### src/shared/pcoe_consts.svh
`ifndef PCOE_CONSTS_SVH
`define PCOE_CONSTS_SVH

// ****************************************************************
// Clock and timeouts
// ****************************************************************
`define PCOE_CLK_PERIOD_NS      10
`define PCOE_LATCH_TIMEOUT_NS   500000
`define PCOE_OFF_TIMEOUT_NS     500000
`define PCOE_TMR_W              17

// ****************************************************************
// Counter and output patterns
// ****************************************************************
`define PCOE_CNT_W              6
`define PCOE_CNT_FIRST          6'h00
`define PCOE_CNT_STEP           6'h01
`define PCOE_MASK_SIX           6'h3f
`define PCOE_MASK_FIVE          6'h1f
`define PCOE_ALL_OFF            6'h00

`endif

### src/shared/pcoe_pkg.sv
`include "pcoe_consts.svh"

package pcoe_pkg;

  typedef enum logic [1:0] {
    PCOE_ST_OFF = 2'b01,
    PCOE_ST_ON  = 2'b10
  } pcoe_state_type;

  typedef logic [`PCOE_CNT_W-1:0] pcoe_pat_type;
  typedef logic [`PCOE_TMR_W-1:0] pcoe_tmr_type;

  typedef struct packed {
    logic         en;
    pcoe_pat_type cnt;
    pcoe_pat_type out;
    pcoe_tmr_type hi_cnt;
    pcoe_tmr_type lo_cnt;
  } pcoe_ctl_type;

  // Count value is pulse number minus one; a set bit switches that output off
  function automatic pcoe_pat_type pcoe_decode(input pcoe_pat_type cnt, input logic six);
    return ~cnt & (six ? `PCOE_MASK_SIX : `PCOE_MASK_FIVE);
  endfunction

  function automatic pcoe_pat_type pcoe_mask(input logic six);
    return six ? `PCOE_MASK_SIX : `PCOE_MASK_FIVE;
  endfunction

endpackage

### src/design/pcoe_pin_sync.sv
`timescale 1ns/1ps

// ****************************************************************
// Control pin synchroniser with rising edge detect
// ****************************************************************
module pcoe_pin_sync (
  input  wire logic clock_i,
  input  wire logic rst_i,
  input  wire logic pin_i,
  output logic      level_o,
  output logic      rise_o
);

  logic meta_q, meta_d;
  logic sync_q, sync_d;
  logic prev_q, prev_d;
  logic rise_q, rise_d;

  always_comb begin
    meta_d = pin_i;
    sync_d = meta_q;
    prev_d = sync_q;
    rise_d = sync_q & ~prev_q;
  end

  always_ff @(posedge clock_i) begin
    if (rst_i) begin
      meta_q <= 1'b0;
      sync_q <= 1'b0;
      prev_q <= 1'b0;
      rise_q <= 1'b0;
    end else begin
      meta_q <= meta_d;
      sync_q <= sync_d;
      prev_q <= prev_d;
      rise_q <= rise_d;
    end
  end

  // Level is delayed to line up with the registered edge pulse
  assign level_o = prev_q;
  assign rise_o  = rise_q;

endmodule

### src/design/pcoe_top.sv
`timescale 1ns/1ps
`include "pcoe_consts.svh"

// How it works
// An output in its on state is driven high, tied to the common supply.
// An output in its off state is pulled low to ground by its low-side switch.
// Every rising edge of the control pin advances a counter decoded into 32 or 64 states.
// Output k is off when bit k-1 of the pulse count minus one is set, otherwise on.
// After the last pulse the host holds the pin high and the count is latched and applied.
// The first rising edge after disable enables the device with every output on.
// The five-channel build uses five outputs and 32 counts; the six-channel build all 64.
// The count is latched once the pin has been high for the 500 us latch timeout.
// After the pin has been low for the 500 us off timeout all outputs go low and it disables.
// The host may pulse at up to 1 MHz so intermediate counts never show, or pulse slowly.
// Within a sequence the host keeps every high phase below 75 us.
// Disabling clears the counter so the next rising edge starts again at state one.
module pcoe_top
  import pcoe_pkg::*;
#(
  parameter logic         SIX_CHANNEL  = 1'b1,
  parameter pcoe_tmr_type LATCH_CYCLES =
    `PCOE_TMR_W'(`PCOE_LATCH_TIMEOUT_NS / `PCOE_CLK_PERIOD_NS),
  parameter pcoe_tmr_type OFF_CYCLES   =
    `PCOE_TMR_W'(`PCOE_OFF_TIMEOUT_NS / `PCOE_CLK_PERIOD_NS)
) (
  input  wire logic clock_i,
  input  wire logic rst_i,
  input  wire logic ctrl_pin_i,
  output logic      enabled_o,
  output logic      switch_output_1_o,
  output logic      switch_output_2_o,
  output logic      switch_output_3_o,
  output logic      switch_output_4_o,
  output logic      switch_output_5_o,
  output logic      switch_output_6_o
);

  // ****************************************************************
  // Pin input
  // ****************************************************************
  logic pin_level;
  logic pin_rise;

  pcoe_pin_sync u_pin_sync (
    .clock_i (clock_i),
    .rst_i   (rst_i),
    .pin_i   (ctrl_pin_i),
    .level_o (pin_level),
    .rise_o  (pin_rise)
  );

  // ****************************************************************
  // Control state
  // ****************************************************************
  pcoe_state_type state_q, state_d;
  pcoe_ctl_type   ctl_q, ctl_d;
  logic           latch_evt;
  logic           off_evt;

  always_comb begin
    latch_evt = (state_q == PCOE_ST_ON) && pin_level && !pin_rise &&
                (ctl_q.hi_cnt == LATCH_CYCLES - `PCOE_TMR_W'(1));
    off_evt   = (state_q == PCOE_ST_ON) && !pin_level &&
                (ctl_q.lo_cnt == OFF_CYCLES - `PCOE_TMR_W'(1));
  end

  always_comb begin
    state_d = state_q;
    ctl_d   = ctl_q;
    // High phase timer restarts on every edge; saturates so one latch per phase
    if (!pin_level) begin
      ctl_d.hi_cnt = '0;
    end else if (pin_rise) begin
      ctl_d.hi_cnt = `PCOE_TMR_W'(1);
    end else if (ctl_q.hi_cnt != LATCH_CYCLES) begin
      ctl_d.hi_cnt = ctl_q.hi_cnt + `PCOE_TMR_W'(1);
    end
    if (pin_level || state_q == PCOE_ST_OFF) begin
      ctl_d.lo_cnt = '0;
    end else if (ctl_q.lo_cnt != OFF_CYCLES) begin
      ctl_d.lo_cnt = ctl_q.lo_cnt + `PCOE_TMR_W'(1);
    end
    unique case (state_q)
      PCOE_ST_OFF: begin
        if (pin_rise) begin
          state_d   = PCOE_ST_ON;
          ctl_d.cnt = `PCOE_CNT_FIRST;
          ctl_d.out = pcoe_decode(`PCOE_CNT_FIRST, SIX_CHANNEL);
        end
      end
      PCOE_ST_ON: begin
        if (pin_rise) begin
          // Outputs hold while pulses arrive; only a latch shows a new count
          ctl_d.cnt = (ctl_q.cnt + `PCOE_CNT_STEP) & pcoe_mask(SIX_CHANNEL);
        end else if (latch_evt) begin
          ctl_d.out = pcoe_decode(ctl_q.cnt, SIX_CHANNEL);
        end else if (off_evt) begin
          state_d   = PCOE_ST_OFF;
          ctl_d.out = `PCOE_ALL_OFF;
          ctl_d.cnt = `PCOE_CNT_FIRST;
        end
      end
    endcase
    ctl_d.en = (state_d == PCOE_ST_ON);
  end

  always_ff @(posedge clock_i) begin
    if (rst_i) begin
      state_q <= PCOE_ST_OFF;
      ctl_q   <= '0;
    end else begin
      state_q <= state_d;
      ctl_q   <= ctl_d;
    end
  end

  // ****************************************************************
  // Outputs
  // ****************************************************************
  // A one drives the pad from the supply, a zero turns on the pull-down
  assign enabled_o         = ctl_q.en;
  assign switch_output_1_o = ctl_q.out[0];
  assign switch_output_2_o = ctl_q.out[1];
  assign switch_output_3_o = ctl_q.out[2];
  assign switch_output_4_o = ctl_q.out[3];
  assign switch_output_5_o = ctl_q.out[4];
  assign switch_output_6_o = ctl_q.out[5];

  pcoe_pat_type all_on;
  assign all_on = pcoe_decode(`PCOE_CNT_FIRST, SIX_CHANNEL);
endmodule

### config.mk
export PLATFORM = sky130hd
export DESIGN_NAME = pcoe_top
export DESIGN_NICKNAME = d
export VERILOG_FILES = /design/src/shared/pcoe_pkg.sv /design/src/design/pcoe_pin_sync.sv /design/src/design/pcoe_top.sv
export VERILOG_INCLUDE_DIRS = /design/src /design/src/shared
export SDC_FILE = /design/constraint.sdc
export NUM_CORES = 1
export LEC_CHECK = 0
export ABC_AREA = 1
export BUFFER_PORTS_ARGS = -buffer_cell sky130_fd_sc_hd__buf_2
export CAP_MARGIN = 10
export CORE_AREA = 2 2 72 74
export DETAILED_ROUTE_END_ITERATION = 8
export DIE_AREA = 0 0 74 76
export PLACE_DENSITY = 0.73
export SLEW_MARGIN = 20
export SYNTH_ARGS = -nofsm -noshare
export SYNTH_HDL_FRONTEND = slang
export SYNTH_HIERARCHICAL = 1
export SYNTH_SLANG_ARGS = --single-unit
### constraint.sdc
create_clock -name clock_i -period 2.8 [get_ports clock_i]
set_input_delay 0.28 -clock clock_i [delete_from_list [all_inputs] [get_ports clock_i]]
set_output_delay 0.28 -clock clock_i [all_outputs]
set_load 0.05 [all_outputs]
# Word-level counts from Yosys, hierarchy flattened

Cells that the tools add are included.
Widths: inputs -> output; s select.

Register bits: 53
Bits of input ports: 3
Output and inout port bits: 7

Multiplexer cells: 14
Add/sub/neg operators: 3
Bitwise logic cells: 3
Equality and inequality tests: 12
Reduce and logical (&&, ||, !) cells: 14

Operators by type and width:

| cell                  | count |
|---|---|
| $add 17x1->17 const B | 2 |
| $eq 17x16->1 const B  | 2 |
| $ne 17x16->1 const B  | 2 |
| $mux 12               | 2 |
| $mux 6                | 4 |
| $pmux 12 s2           | 1 |
| $mux 2                | 4 |
| $add 6x1->6 const B   | 1 |
| $ne 3x2->1 const B    | 2 |
| $not 6->6             | 1 |
| $reduce_and 3->1      | 2 |
| $logic_and 1x1->1     | 5 |
| $eq 2x2->1 const B    | 2 |
| $pmux 2 s2            | 1 |
| $reduce_or 2->1       | 2 |
| $ne 3x3->1 const B    | 1 |
| $reduce_or 3->1       | 1 |
| $eq 2x1->1 const B    | 1 |
| $logic_not 1->1       | 2 |
| $mux 1                | 2 |
| $ne 2x1->1 const B    | 1 |
| $ne 2x2->1 const B    | 1 |
| $reduce_bool 2->1     | 1 |
| $and 1x1->1           | 1 |
| other kinds (2)       | 2 |

# Depth between registers and ports, before layout

Depth after elaboration: 8
Depth in mapped cells: 12

# Hierarchy

The synthesis kept the hierarchy.

Modules (own cells, without submodules):

| module        | cells an instance | sequential area each (um^2) | area an instance (um^2) | instances |
|---|---|---|---|---|
| pcoe_top      | 355               | 980.9                       | 2,467.4                 | 1 |
| pcoe_pin_sync | 12                | 80.1                        | 115.1                   | 1 |

# Least setup slack after synthesis

No wires, ideal clock.

Path type: register to register
Start point: register ctl_q[17] in the netlist's numbering
End point: register ctl_q (netlist bit switch_output_1_o)
Path slack: 1.401 ns
Stages on the path, launching flop included: 10
Clock period less this slack: 1.399 ns
Arrival time: 1.286 ns
Path through: dfxtp_1 ha_1 nand3_2 nor2_2 nand3_2 nand3_2 nand2_2 buf_6 nor2_1 nor2_1

Cells in the longest elaborated chain, start to end: 5

Ends and longest elaborated chain:

| item                   | RTL line        | RTL |
|---|---|---|
| from (decl)            | pcoe_top.sv:56  | `pcoe_ctl_type ctl_q, ctl_d;` |
| from (signal assigned) | pcoe_top.sv:113 | `ctl_q <= ctl_d;` |
| $eq 17x16->1 *         | pcoe_top.sv:62  | `` (ctl_q.hi_cnt == LATCH_CYCLES - `PCOE_TMR_W'(1)); `` |
| $logic_and 1x1->1 *    | pcoe_top.sv:61  | `latch_evt = (state_q == PCOE_ST_ON) && pin_level && !pin_rise &&` |
| $mux 6                 | pcoe_top.sv:95  | `end else if (latch_evt) begin` |
| $mux 6                 | pcoe_top.sv:92  | `if (pin_rise) begin` |
| $pmux 12 s2            | pcoe_top.sv:83  | `unique case (state_q)` |

Mark *: on every way between the ends. The rest lies on a longest branch, timed or not. The select of a mux whose other input is x is not followed.
A chain may end at the register's enable or synchronous reset.

# Worst setup path in the final report

Start point: register ctl_q[18] in the netlist's numbering
End point: register ctl_q (netlist bit switch_output_4_o)

Same word-level chain as after synthesis.

==> impl_metrics.py <==
metrics = {
    "die": {
        "die-height_um": 76,
        "core_sq_um": 4910,
        "fp.dieArea_sq_um": 5620,
        "rows": 26,
        "io_pins": 10,
        "die_x_um": 74,
        "initial_core_util_pct": 52.6,
    },
    "layout": {
        "final_layout_size_suffix_gt1_share_pct": 12.4,
        "diodes": 0,
        "final_common_cell": "nand2_1",
        "fin_nets": 387,
        "nFillCells": 479,
        "syn_to_final_growth_pct": 7.46,
        "final_area_sq_um": 2780,
        "final_cell_mix": "nand2_1 (66), dfxtp_1 (53), inv_1 (47), nor2_1 (43), a21oi_1 (35)",
        "register_area_sq_um": 1060,
        "multiInputGateArea_sq_um": 1280,
    },
    "setup_path": {
        "r2r_cells": 8,
        "cp.required_ns": 3.00,
        "crit_arrival_ns": 1.77,
        "worst_setup_path_start_kind": "register",
        "worst_r2r_endpoint": "switch_output_4_o",
        "crit_type": "register to register",
        "worstSetupEndpointType": "register",
        "cp_max_fo": 12,
        "crit_path_start": "ctl_q[18]",
        "crit_end": "switch_output_4_o",
        "r2r_start": "ctl_q[18]",
        "rrSetupSlack_ns": 1.24,
    },
    "timing": {
        "relSlewSlack_pct": 75.0,
        "report.final.slew_viol_count": 0,
        "finalCritPeriodShare_pct": 55.8,
        "rsz0062_at_grt": "no",
        "setup_viol": 0,
        "period_needed_ns": 1.56,
        "tns_ns": 0,
        "hold_ws_ns": 0.185,
        "fmaxAchievable_ghz": 0.640,
        "hold_viol": 0,
        "final.setup_skew_ns": 0.00921,
        "worst_slew_pin_slew_ns": 0.374,
    },
    "clock_tree": {
        "path_clk_slew_ns": 0.09,
        "cts-root-buf": "clkbuf_8",
        "cts_hold_buf": 0,
        "postCtsSetupRepairBufs": 0,
        "clkLatencyLatePin_ns": 0.30,
        "tritoncts": "done",
        "numCtsBuffers": 5,
        "htree_num_levels": 2,
        "clock-sinks": 53,
        "clockBufferDepth": 2,
        "ctsResizeCount": 0,
    },
    "power": {
        "p_leak_nw": 1.06,
        "power_density_nw_per_um2": 461,
        "irDropWorstVdd_mv": 0.387,
    },
    "route": {
        "wl_um": 4850,
        "routedWlPerCell_um": 10.8,
        "num_vias": 2237,
        "drtIter0Drc": 88,
        "drc": 0,
        "vias_per_cell": 4.98,
        "firstDrtPassIters": 5,
        "ant_nets": 0,
    },
    "synthesis": {
        "yosys-top-cells-area": "dfxtp_1 (41%), nand2_1 (9.6%), inv_1 (6.8%)",
        "ys_types": 29,
        "yosysTopAreaCellShare_pct": 41.1,
        "synthCells": 367,
        "synth_top_family_by_area": "simple AND/OR/NAND/NOR gates",
        "syn_area_sq_um": 2580,
        "synthSimpleGateAreaFrac_pct": 32.0,
        "synth-adder-area-share_pct": 2.42,
        "ys_warn_count": 6,
        "synthXorXnorAreaFrac_pct": 1.36,
        "syn_nets": 375,
        "synth_compound_gate_area_share_pct": 13.8,
        "synth-seq-cells": 53,
        "yosysSeqAreaShare_pct": 41.1,
        "avgSynthCellArea_sq_um": 7.04,
        "synth_top_area_cell": "dfxtp_1",
        "synthMuxAreaShare_pct": 0,
    },
    "global_routing": {
        "grt_overflow_total": 0,
        "antenna_found_initial": 0,
        "first_global_vias": 2105,
        "grt_first_pass_wirelength_um": 8750,
        "grt_max_degree": 15,
        "grtUsageTotal_pct": 19.1,
    },
    "worst_hold_path": {
        "min_path_type": "input pin to register",
    },
    "place": {
        "port-buffer-count": 9,
        "gp_congestion": 0.867,
        "place_area_sq_um": 2690,
        "hpwlAfterDp_um": 3660,
    },
    "outcome": {
        "outcome": "finished clean",
    },
    "flow_run": {
        "drv_cap": 0,
    },
}
-- power breakdown --
part | switching, mW | internal (mW) | total, mW
logic | 0.0620 | 0.0201 | 0.0821
clock network | 0.229 | 0.197 | 0.425
registers | 0.00694 | 0.765 | 0.772
total | 0.298 | 0.982 | 1.28
-- synth_stat cells --
cell type  number
buf_6           2
o21ai_0        26
nor3_2          2
o21ai_1         1
xor2_1          2
o21a_1          4
a211oi_1        2
inv_4           1
xnor2_1         2
nor4_1          1
nor2_1         43
or2_2           5
nor3b_2         1
clkinv_1        1
ha_1            5
nand3_2         4
inv_1          47
nand3b_1        1
nor3_1         10
nand4_1        10
nand2_1        66
a21oi_1        35
or2_0           1
nor2_2          8
inv_2           6
nand3_1        21
dfxtp_1        53
clkbuf_1        3
nand2_2         4
-- worst min path at each step --
stage	start	to	slack, ns	cells past startpoint
6_report	ctrl_pin_i	u_pin_sync/meta_q	0.18	3
5_1_grt	ctrl_pin_i	u_pin_sync/meta_q	0.19	3
4_1_cts	ctrl_pin_i	u_pin_sync/meta_q	0.18	3
3_5_place_dp	u_pin_sync/meta_q	u_pin_sync/prev_d	0.41	2
3_3_place_gp	u_pin_sync/meta_q	u_pin_sync/prev_d	0.40	2
2_1_floorplan	rst_i	u_pin_sync/meta_q	0.35	1
-- final cells by class --
type	instances	share of cell area [%]
clock buffer	7	3.11
multi-input combinational	254	46.1
timing repair buffer	10	1.89
inverter	55	7.53
sequential	53	38.2
tap	70	3.16
-- critical path: stages (launching register included) --
cell	delay, ns
dfxtp_1	0.37
ha_1	0.21
nand3_2	0.14
nor2_2	0.15
nand3_2	0.15
nand3_2	0.11
nand2_2	0.14
nor2_1	0.14
nor2_1	0.06
-- routing by layer --
metal	share of wire, %	vias to the layer above	GRT usage, %	routed length (um)
met2	48	19	32.4	2350
li1	-	1212	-	-
met4	0.62	0	5.27	30
met1	49	1002	24.3	2370
met5	0	-	0	0
met3	2.2	4	3.57	105
-- logic make-up after synthesis --
kind of cell,count (synthesis)
AND/OR/NAND/NOR,177
XOR/XNOR,4
flip-flops,53
AO/OA/AOI/OAI,68
buffers and inverters,60
adder cells (fa/ha/maj),5
-- state kept, by name, summed over array words and instances, names as in the netlist --
signal              flops
switch_output_5_o       1
u_pin_sync/prev_d       1
u_pin_sync/rise_o       1
u_pin_sync/level_o      1
switch_output_6_o       1
enabled_o               1
switch_output_3_o       1
switch_output_1_o       1
ctl_q                  40
state_q                 2
switch_output_4_o       1
switch_output_2_o       1
u_pin_sync/meta_q       1
-- per-stage QoR --
step	std cells	power (mW)	utilization (%)	setup slack, ns
final	449	1.28	56.5	1.24
after CTS	449	1.29	56.5	1.22
after floorplan	367	0.856	-	1.40
after global routing	449	1.34	56.5	1.04
after detailed placement	442	0.872	54.7	1.24
after global placement	442	0.871	54.7	1.28
No activity file was read; power rests on OpenSTA's default activity.
